===== src/rtl/tsca_pkg.sv =====
// Function
// - transmit word captured whole, bit 0 first
// - receive word bit 0 is first received
// - complementary recovered clocks at twentieth bit rate
// - wrap forces true high, complement low
// - comma enable activates sync and indicator
// - indicator marks words holding comma pattern
// - indicator lasts one word, comp-clock sampled
// - no indication while comma enable low
// - misaligned comma shifts word boundary
// - straddling or true-phase comma is misaligned
// - enable low keeps alignment indefinitely
// - wrap loops transmit stream into receiver
//
// Purpose: constants and types of the ten-bit serdes alignment block
// Assumes: one bit time per clock cycle; a word every ten cycles
// Notes:   bit positions are counted from the first bit on the line

package tsca_pkg;

   // ----------------------------------------------------------------
   // sizes and counts
   // ----------------------------------------------------------------
   localparam int unsigned CHAR_W     = 10;
   localparam int unsigned FIFO_DEPTH = 16;
   localparam logic [3:0]  BIT_LAST   = 4'h9;
   localparam logic [3:0]  BIT_ALIGN  = 4'h6;
   localparam logic [3:0]  BIT_REALN  = 4'h7;
   localparam logic [3:0]  BIT_MID    = 4'h4;

   // ----------------------------------------------------------------
   // patterns and reset values
   // ----------------------------------------------------------------
   localparam logic [6:0]  COMMA_PAT  = 7'h7C;
   localparam logic [9:0]  FILL_CHAR  = 10'h17C;
   localparam logic [9:0]  CHAR_RST   = 10'h000;

   typedef enum logic [1:0] {
      RX_TRUE = 2'b01,
      RX_COMP = 2'b10
   } tsca_phase_t;

   typedef struct packed {
      logic       comma;
      logic [9:0] data;
   } tsca_rx_word_t;

endpackage


===== src/rtl/tsca_top.sv =====
// Purpose: digital side of a ten-bit serdes with comma word alignment
// Assumes: serial bits move one per i_ref_clk; transmit fed through a fifo
// Notes:   recovered clocks are divided from the bit clock, not true clocks

`timescale 1ns/1ps
`default_nettype none

// -------------------------------------------------------------------
// transmit word fifo
// -------------------------------------------------------------------
module tsca_fifo #(
   parameter int unsigned WIDTH = 10,
   parameter int unsigned DEPTH = 16
) (
   input  wire logic             i_ref_clk,
   input  wire logic             i_nrst,
   input  wire logic [WIDTH-1:0] i_wr_data,
   input  wire logic             i_wr_valid,
   output var  logic             o_wr_ready,
   output logic [WIDTH-1:0]      o_rd_data,
   output var  logic             o_rd_valid,
   input  wire logic             i_rd_ready
);
   localparam int unsigned AW = $clog2(DEPTH);

   logic [WIDTH-1:0] mem [DEPTH];
   logic [AW-1:0]    wr_ptr_ff;
   logic [AW-1:0]    rd_ptr_ff;
   logic [AW:0]      count_ff;
   logic [AW:0]      nxt_count;
   logic             push;
   logic             pop;

   assign push = i_wr_valid && o_wr_ready;
   assign pop  = o_rd_valid && i_rd_ready;
   assign o_rd_data = mem[rd_ptr_ff];

   always_comb begin
      nxt_count = count_ff;
      if (push && !pop) begin
         nxt_count = count_ff + 1'b1;
      end else if (pop && !push) begin
         nxt_count = count_ff - 1'b1;
      end
   end

   always_ff @(posedge i_ref_clk) begin
      if (push) begin
         mem[wr_ptr_ff] <= i_wr_data;
      end
   end

   always_ff @(posedge i_ref_clk or negedge i_nrst) begin
      if (!i_nrst) begin
         wr_ptr_ff  <= '0;
         rd_ptr_ff  <= '0;
         count_ff   <= '0;
         o_wr_ready <= 1'b0;
         o_rd_valid <= 1'b0;
      end else begin
         if (push) begin
            wr_ptr_ff <= wr_ptr_ff + 1'b1;
         end
         if (pop) begin
            rd_ptr_ff <= rd_ptr_ff + 1'b1;
         end
         count_ff   <= nxt_count;
         o_wr_ready <= (nxt_count != (AW+1)'(DEPTH));
         o_rd_valid <= (nxt_count != '0);
      end
   end
endmodule

// -------------------------------------------------------------------
// serdes alignment top
// -------------------------------------------------------------------
module tsca_top (
   input  wire logic                   i_ref_clk,
   input  wire logic                   i_nrst,
   input  wire logic [9:0]             i_txd,
   input  wire logic                   i_txd_valid,
   output var  logic                   o_txd_ready,
   output var  logic                   o_tx_p,
   output var  logic                   o_tx_n,
   input  wire logic                   i_rx_serial,
   input  wire logic                   i_wrap_control,
   input  wire logic                   i_comma_enable,
   output var  tsca_pkg::tsca_rx_word_t o_rx_word,
   output var  logic                   o_recovered_clock,
   output var  logic                   o_recovered_clock_comp
);
   import tsca_pkg::*;

   logic [9:0]    fifo_data;
   logic          fifo_valid;
   logic          fifo_ready;
   logic [3:0]    tx_cnt_ff;
   logic [9:0]    tx_sh_ff;
   logic          rx_bit;
   logic [19:0]   rx_hist_ff;
   logic [19:0]   nxt_hist;
   logic [3:0]    rx_cnt_ff;
   logic          comma_seen;
   logic          comma_pend_ff;
   logic          rx_bound;
   logic          rclk_repeat;
   tsca_phase_t   phase_ff;
   tsca_phase_t   phase_use;
   tsca_phase_t   phase_out_ff;

   // ----------------------------------------------------------------
   // transmit path
   // ----------------------------------------------------------------
   // the fifo absorbs a partner that bursts ahead of the word slots
   tsca_fifo #(.WIDTH(CHAR_W), .DEPTH(FIFO_DEPTH)) u_fifo (
      .i_ref_clk  (i_ref_clk),
      .i_nrst     (i_nrst),
      .i_wr_data  (i_txd),
      .i_wr_valid (i_txd_valid),
      .o_wr_ready (o_txd_ready),
      .o_rd_data  (fifo_data),
      .o_rd_valid (fifo_valid),
      .i_rd_ready (fifo_ready)
   );

   assign fifo_ready = (tx_cnt_ff == BIT_LAST);

   always_ff @(posedge i_ref_clk or negedge i_nrst) begin
      if (!i_nrst) begin
         tx_cnt_ff <= 4'h0;
      end else begin
         tx_cnt_ff <= (tx_cnt_ff == BIT_LAST) ? 4'h0 : tx_cnt_ff + 4'h1;
      end
   end

   // parallel load, lsb out
   // an empty fifo sends a comma filler so the far receiver keeps lock
   always_ff @(posedge i_ref_clk or negedge i_nrst) begin
      if (!i_nrst) begin
         tx_sh_ff <= FILL_CHAR;
      end else if (tx_cnt_ff == BIT_LAST) begin
         tx_sh_ff <= fifo_valid ? fifo_data : FILL_CHAR;
      end else begin
         tx_sh_ff <= {1'b0, tx_sh_ff[9:1]};
      end
   end

   always_ff @(posedge i_ref_clk or negedge i_nrst) begin
      if (!i_nrst) begin
         o_tx_p <= 1'b1;
         o_tx_n <= 1'b0;
      end else begin
         o_tx_p <= i_wrap_control | tx_sh_ff[0];
         o_tx_n <= ~i_wrap_control & ~tx_sh_ff[0];
      end
   end

   // ----------------------------------------------------------------
   // receive path and comma search
   // ----------------------------------------------------------------
   // internal loopback
   assign rx_bit   = i_wrap_control ? tx_sh_ff[0] : i_rx_serial;
   assign nxt_hist = {rx_bit, rx_hist_ff[19:1]};
   assign rx_bound = (rx_cnt_ff == BIT_LAST);

   assign comma_seen = i_comma_enable && (nxt_hist[19:13] == COMMA_PAT);

   always_ff @(posedge i_ref_clk or negedge i_nrst) begin
      if (!i_nrst) begin
         rx_hist_ff <= 20'h00000;
      end else begin
         rx_hist_ff <= nxt_hist;
      end
   end

   // move boundary three bits past comma
   always_ff @(posedge i_ref_clk or negedge i_nrst) begin
      if (!i_nrst) begin
         rx_cnt_ff <= 4'h0;
      end else if (comma_seen) begin
         rx_cnt_ff <= BIT_REALN;
      end else begin
         rx_cnt_ff <= rx_bound ? 4'h0 : rx_cnt_ff + 4'h1;
      end
   end

   always_ff @(posedge i_ref_clk or negedge i_nrst) begin
      if (!i_nrst) begin
         comma_pend_ff <= 1'b0;
      end else if (comma_seen) begin
         comma_pend_ff <= 1'b1;
      end else if (rx_bound) begin
         comma_pend_ff <= 1'b0;
      end
   end

   // comma word goes out on the complement phase
   assign phase_use = (comma_pend_ff && rx_bound) ? RX_COMP : phase_ff;

   always_ff @(posedge i_ref_clk or negedge i_nrst) begin
      if (!i_nrst) begin
         phase_ff     <= RX_TRUE;
         phase_out_ff <= RX_TRUE;
      end else if (rx_bound) begin
         phase_out_ff <= phase_use;
         unique case (phase_use)
            RX_TRUE: phase_ff <= RX_COMP;
            RX_COMP: phase_ff <= RX_TRUE;
         endcase
      end
   end

   // word out, first bit in bit 0
   // indicator stands with its word only
   always_ff @(posedge i_ref_clk or negedge i_nrst) begin
      if (!i_nrst) begin
         o_rx_word <= '{comma: 1'b0, data: CHAR_RST};
      end else if (rx_bound) begin
         o_rx_word.data  <= nxt_hist[19:10];
         o_rx_word.comma <= comma_pend_ff && i_comma_enable;
      end
   end

   // repeated phase drops first
   // a forced comp phase may find its clock already high; without a drop
   // the comma word would get no rising edge at all
   assign rclk_repeat = rx_bound && ((phase_use == RX_COMP) ? o_recovered_clock_comp
                                                             : o_recovered_clock);

   // clocks rise mid-word so data is settled both sides
   always_ff @(posedge i_ref_clk or negedge i_nrst) begin
      if (!i_nrst) begin
         o_recovered_clock      <= 1'b0;
         o_recovered_clock_comp <= 1'b0;
      end else if (rclk_repeat) begin
         o_recovered_clock      <= 1'b0;
         o_recovered_clock_comp <= 1'b0;
      end else if (rx_cnt_ff == BIT_MID && !comma_seen) begin
         o_recovered_clock      <= (phase_out_ff == RX_TRUE);
         o_recovered_clock_comp <= (phase_out_ff == RX_COMP);
      end
   end

   // ----------------------------------------------------------------
   // checks
   // ----------------------------------------------------------------
   a_tx_load_word: assert property (@(posedge i_ref_clk) disable iff (!i_nrst)
      (tx_cnt_ff == BIT_LAST) && fifo_valid |=> tx_sh_ff == $past(fifo_data))
      else $error("transmit word not loaded at slot");

   a_tx_lsb_first: assert property (@(posedge i_ref_clk) disable iff (!i_nrst)
      !$past(i_wrap_control) && (tx_cnt_ff == 4'h1) |-> o_tx_p == $past(tx_sh_ff[0]))
      else $error("first line bit is not bit 0");

   a_rx_bit_order: assert property (@(posedge i_ref_clk) disable iff (!i_nrst)
      rx_bound |=> o_rx_word.data == $past(nxt_hist[19:10]))
      else $error("receive word order wrong");

   a_rclk_half_rate: assert property (@(posedge i_ref_clk) disable iff (!i_nrst)
      $rose(o_recovered_clock) && !i_comma_enable |-> !o_recovered_clock_comp ##1 o_recovered_clock[*8])
      else $error("recovered clock phase too short");

   a_wrap_line_lvl: assert property (@(posedge i_ref_clk) disable iff (!i_nrst)
      i_wrap_control ##1 i_wrap_control |-> o_tx_p && !o_tx_n)
      else $error("wrap line state wrong");

   a_comma_pattern: assert property (@(posedge i_ref_clk) disable iff (!i_nrst)
      o_rx_word.comma |-> o_rx_word.data[6:0] == COMMA_PAT)
      else $error("indicator without comma");

   a_comma_on_comp: assert property (@(posedge i_ref_clk) disable iff (!i_nrst)
      $rose(o_rx_word.comma) |-> phase_out_ff == RX_COMP)
      else $error("comma word on true phase");

   a_comma_rclk_rise: assert property (@(posedge i_ref_clk) disable iff (!i_nrst)
      $rose(o_rx_word.comma) |-> ##5 $rose(o_recovered_clock_comp))
      else $error("comma word without comp clock rise");

   a_comma_gated: assert property (@(posedge i_ref_clk) disable iff (!i_nrst)
      $rose(o_rx_word.comma) |-> $past(i_comma_enable))
      else $error("indicator while disabled");

   a_realign_cnt: assert property (@(posedge i_ref_clk) disable iff (!i_nrst)
      comma_seen |=> rx_cnt_ff == BIT_REALN ##3 rx_cnt_ff == 4'h0)
      else $error("boundary not placed after comma");

   a_keep_align: assert property (@(posedge i_ref_clk) disable iff (!i_nrst)
      !i_comma_enable && !rx_bound |=> rx_cnt_ff == $past(rx_cnt_ff) + 4'h1)
      else $error("alignment moved while disabled");

   a_loop_path: assert property (@(posedge i_ref_clk) disable iff (!i_nrst)
      i_wrap_control |=> rx_hist_ff[19] == $past(tx_sh_ff[0]))
      else $error("loopback not taken");

   c_comma_aligned: cover property (@(posedge i_ref_clk) disable iff (!i_nrst)
      comma_seen && rx_cnt_ff == BIT_ALIGN);
   c_comma_moved: cover property (@(posedge i_ref_clk) disable iff (!i_nrst)
      comma_seen && rx_cnt_ff != BIT_ALIGN);
   c_fifo_full: cover property (@(posedge i_ref_clk) disable iff (!i_nrst)
      !o_txd_ready);
   c_wrap_comma: cover property (@(posedge i_ref_clk) disable iff (!i_nrst)
      i_wrap_control && o_rx_word.comma);
endmodule

`default_nettype wire


===== config.mk =====
export PLATFORM = sky130hd
export DESIGN_NAME = tsca_top
export DESIGN_NICKNAME = d
export VERILOG_FILES = /design/src/rtl/tsca_pkg.sv /design/src/rtl/tsca_top.sv
export SDC_FILE = /design/constraint.sdc
export NUM_CORES = 1
export LEC_CHECK = 0
export BUFFER_PORTS_ARGS = -buffer_cell sky130_fd_sc_hd__buf_2
export CAP_MARGIN = 20
export CORE_MARGIN = 4
export CORE_UTILIZATION = 60
export DETAILED_ROUTE_END_ITERATION = 7
export PLACE_DENSITY = 0.78
export SLEW_MARGIN = 20
export SYNTH_ARGS = -nofsm -noshare
export SYNTH_HDL_FRONTEND = slang
export SYNTH_HIERARCHICAL = 1
export SYNTH_SLANG_ARGS = --single-unit

===== constraint.sdc =====
create_clock -name i_ref_clk -period 2.7 [get_ports i_ref_clk]
set_clock_uncertainty 0.1 [all_clocks]
set_input_delay 0.27 -clock i_ref_clk [delete_from_list [all_inputs] [get_ports i_ref_clk]]
set_output_delay 0.27 -clock i_ref_clk [all_outputs]
set_load 0.05 [all_outputs]

==> implementation parameters <==
Parameter                              Value

Yosys
  Number of nets in the synthesized netlist    514
  Synth warnings    6
  Yosys top cell area share    54.6%
  Gate count after technology mapping    491
  Area share of xor/xnor cells in the synthesized design    1.19%
  Simple-gate portion of the synthesized area    5.66%
  Mux cell area share after synthesis    12.5%
  Share of the synthesized area in compound gates (AO/OA/AOI/OAI)    4.35%
  Library cell with the highest instance count after synthesis    sky130_fd_sc_hd__edfxtp_1
  Flip-flop and latch count after synthesis    222
  Dominant combinational cell family by area after synthesis    multiplexers
  Combined area of all synthesized cells    0.00880 mm2
  Top cells by area, synth    sky130_fd_sc_hd__edfxtp_1 55%, sky130_fd_sc_hd__dfrtp_1 15%, sky130_fd_sc_hd__mux4_2 6.7%
  Register area share after synthesis    72.3%
  Share of async-settable or async-resettable flops after synthesis    27.9%
  Most frequently used flop master after synthesis    sky130_fd_sc_hd__edfxtp_1
  Leading post-synthesis cells by instance count    160 x sky130_fd_sc_hd__edfxtp_1, 53 x sky130_fd_sc_hd__dfrtp_1, 26 x sky130_fd_sc_hd__mux4_2, 25 x sky130_fd_sc_hd__inv_1, 24 x sky130_fd_sc_hd__nand2_1
  Number of enable flip-flop cells after synthesis    160
  Arithmetic-cell share of the synthesized area counting full adders, half adders and majority gates    0.995%
  Cell type with the highest aggregate area in the netlist    sky130_fd_sc_hd__edfxtp_1
  Library cells used by synthesis    51
  Syn Area/Cell    17.9 um2

Job
  Max_cap viols    0

Timing
  Setup violators final    0
  Fraction of the cycle the final worst path needs    77.5%
  Max transition margin    52.3%
  Actual transition at the worst max-transition pin    0.716 ns
  Count of pins over their slew limit    0
  Minimum clock period after layout    2.09 ns
  Number of hold-slack violations in the final timing report    0
  Fmax    478 MHz
  RSZ-0062 raised after global routing    no
  Final sum of negative setup slack    0 ns

Clock network
  Post-CTS clock slew at the launch and capture registers of the worst setup and hold paths    0.06 ns
  Number of gates given a new drive strength after cts    0
  Depth of the CTS H-tree    1
  Post-CTS Setup Bufs    0
  Post-cts hold buffer count    3
  CTS sink cnt    222
  CTS tree    built
  Clk Tree Root Cell    sky130_fd_sc_hd__clkbuf_16
  Number of buffers created by CTS    23
  Worst-case clock buffer depth    3
  Worst-Skew Late Latency    0.50 ns

Detailed routing
  Post-route antenna net violation count    0
  Routed via count    4475
  Wirelength, routed    16400 um
  Number of iterations in the first detailed-routing pass    5
  Via density per instance    6.06
  Average wire per standard cell    22.2 um
  Post-route DRC violation count    0
  DRC violation total after the first TritonRoute iteration    358

Worst setup path
  Crit path arrival time    2.34 ns
  Kind of start point of the critical path    flip-flop
  Startpoint of the most critical register-to-register path    tx_cnt_ff[2]$_DFF_PN0_
  Cell Chain, Critical Path    nand2b_1 > nor3_2 > nand3_1 > o32ai_1 > xnor2_1 > nand4_1
  Slowest Stage Delay on Critical Path    0.41 ns
  Element type at the critical path end    flip-flop
  Worst EP required    2.95 ns
  Classification of the worst setup path    reg -> reg
  Worst r2r path cells    6
  Worst path slowest cell    sky130_fd_sc_hd__dfrtp_1
  R2r setup slk    0.61 ns
  Capturing point of the worst reg2reg path    u_fifo/o_rd_valid$_DFF_PN0_
  Highest fanout seen on the critical path    5
  Number of buffer and inverter instances along the worst setup path    0
  Family with the most delay on the worst path    simple AND/OR/NAND/NOR gates
  Cell count along the critical path    6

Global routing
  Total global-route track usage    20.9%
  Largest net degree at the start of global routing    49
  Initial antenna violation count    0
  Number of global-route vias before repair    4603
  Wire length of the first global-routing pass    26200 um
  Total grt overflow    0

Power
  Maximum vdd drop    972 uV
  Power density cells    967 mW/mm2
  P_leak    3.57 nW
  Design Power    9.52 mW

Floorplanning
  Die Width    129 um
  Die ar.    0.0167 mm2
  IO Count    32
  Height of the die    129 um
  Cell Rows    44
  Core Region    0.0145 mm2
  Starting Density    60.8%

Min path
  Hold_sp    i_rx_serial
  WHS Endpoint    rx_hist_ff[19]$_DFF_PN0_
  Class of the tightest hold or removal check    in -> reg
  Worst Hold Depth    3

Status
  Result of the run    finished clean

Layout
  Cell area after layout    0.00984 mm2
  Share of final-layout standard cells stronger than drive strength 1    21.8%
  Antenna cells    0
  Sequential standard cell area    0.00637 mm2
  Area Growth Syn to Fin    11.8%
  Number of nets in the finished design    561
  Area of the multi-input gates    0.00217 mm2
  Fillers    926

Place
  IO buf count    31
  Final RePlAce weighted congestion    0.763
  Placed standard-cell area    0.00911 mm2
  HPWL Detailed    9830 um
-- layer usage --
metal | vias to the layer above | GRT usage (%) | wire, um
met5 | - | 0 | 0
met4 | 0 | 4.82 | 248
met3 | 23 | 4.37 | 1110
met2 | 159 | 35.1 | 8340
met1 | 2300 | 28.7 | 6670
li1 | 1993 | - | -
-- stage by stage --
stage          hold WS (ns)  setup WS (ns)  util (%)  std cells
5_1_grt              0.0413          0.397      67.9        739
3_3_place_gp          0.163          0.670      62.9        694
2_1_floorplan        -0.126          0.797         -        491
6_report             0.0169          0.608      67.9        739
4_1_cts             0.00915          0.606      67.9        739
3_5_place_dp          0.154          0.627      62.9        694
-- kinds of logic after synthesis --
family                     count (synthesis)
DFF                                      222
and+or+nand+nor                           94
AOI/OAI and AO/OA                         58
muxes                                     53
buffers and inverters                     45
xor gates and xnor gates                  12
adders and majority gates                  7
-- final cells by class --
| cell class | instances | area share [%] |
|---|---|---|
| clock inverter | 10 | 0.534 |
| timing repair buffer | 42 | 2.75 |
| multi-input combinational | 224 | 22.1 |
| tap | 184 | 2.34 |
| sequential | 222 | 64.7 |
| inverter | 25 | 0.954 |
| clock buffer | 32 | 6.59 |
-- worst max-delay path by stage --
stage                                    start                           to
3_3_place_gp   u_fifo/rd_ptr_ff[0]$_DFFE_PN0P_        tx_sh_ff[3]$_DFF_PN1_
6_report                tx_cnt_ff[2]$_DFF_PN0_  u_fifo/o_rd_valid$_DFF_PN0_
3_5_place_dp   u_fifo/rd_ptr_ff[0]$_DFFE_PN0P_        tx_sh_ff[3]$_DFF_PN1_
4_1_cts        u_fifo/rd_ptr_ff[0]$_DFFE_PN0P_        tx_sh_ff[7]$_DFF_PN0_
5_1_grt                 tx_cnt_ff[2]$_DFF_PN0_  u_fifo/o_rd_valid$_DFF_PN0_
2_1_floorplan      u_fifo/o_wr_ready$_DFF_PN0_  u_fifo/mem[11][0]$_DFFE_PP_
-- sequential cells by signal (all words and copies together), names as in the netlist, 2 cells and up --
| name | flops |
|---|---|
| o_rx_word | 11 |
| phase_ff | 2 |
| phase_out_ff | 2 |
| rx_cnt_ff | 4 |
| rx_hist_ff | 9 |
| tx_cnt_ff | 4 |
| tx_sh_ff | 10 |
| u_fifo/count_ff | 5 |
| u_fifo/mem | 160 |
| u_fifo/rd_ptr_ff | 4 |
| u_fifo/wr_ptr_ff | 4 |
-- placed cells by master (no fill, tap or decap), types with 4 or more instances in the layout --
cell type and instances:
sky130_fd_sc_hd__a21oi_1 4, sky130_fd_sc_hd__a22oi_1 20, sky130_fd_sc_hd__a31oi_1 7, sky130_fd_sc_hd__and2_1 14, sky130_fd_sc_hd__and3_1 6, sky130_fd_sc_hd__buf_2 31, sky130_fd_sc_hd__buf_4 6, sky130_fd_sc_hd__clkbuf_1 5
sky130_fd_sc_hd__clkbuf_16 24, sky130_fd_sc_hd__clkinv_1 6, sky130_fd_sc_hd__dfrtp_1 52, sky130_fd_sc_hd__dfstp_2 9, sky130_fd_sc_hd__edfxtp_1 160, sky130_fd_sc_hd__ha_1 7, sky130_fd_sc_hd__inv_1 25, sky130_fd_sc_hd__mux2_2 10
sky130_fd_sc_hd__mux4_1 14, sky130_fd_sc_hd__mux4_2 26, sky130_fd_sc_hd__nand2_1 24, sky130_fd_sc_hd__nand3_1 12, sky130_fd_sc_hd__nor2_1 15, sky130_fd_sc_hd__nor2b_1 4, sky130_fd_sc_hd__o21ai_0 16, sky130_fd_sc_hd__xnor2_1 9
-- worst register-to-register path, stage by stage, from the launching register on --
cell and delay, ns:
sky130_fd_sc_hd__dfrtp_1 0.41, sky130_fd_sc_hd__nand2b_1 0.20, sky130_fd_sc_hd__nor3_2 0.28, sky130_fd_sc_hd__nand3_1 0.21
sky130_fd_sc_hd__o32ai_1 0.41, sky130_fd_sc_hd__xnor2_1 0.21, sky130_fd_sc_hd__nand4_1 0.13
-- report_power, final --
group	switching [mW]	internal, mW	total, mW	leakage, nW
sequential	0.293	4.24	4.53	2.18
clock	1.22	1.68	2.90	0.346
combinational	1.31	0.772	2.09	1.05
Note: power is estimated with default switching activity, not from simulation.
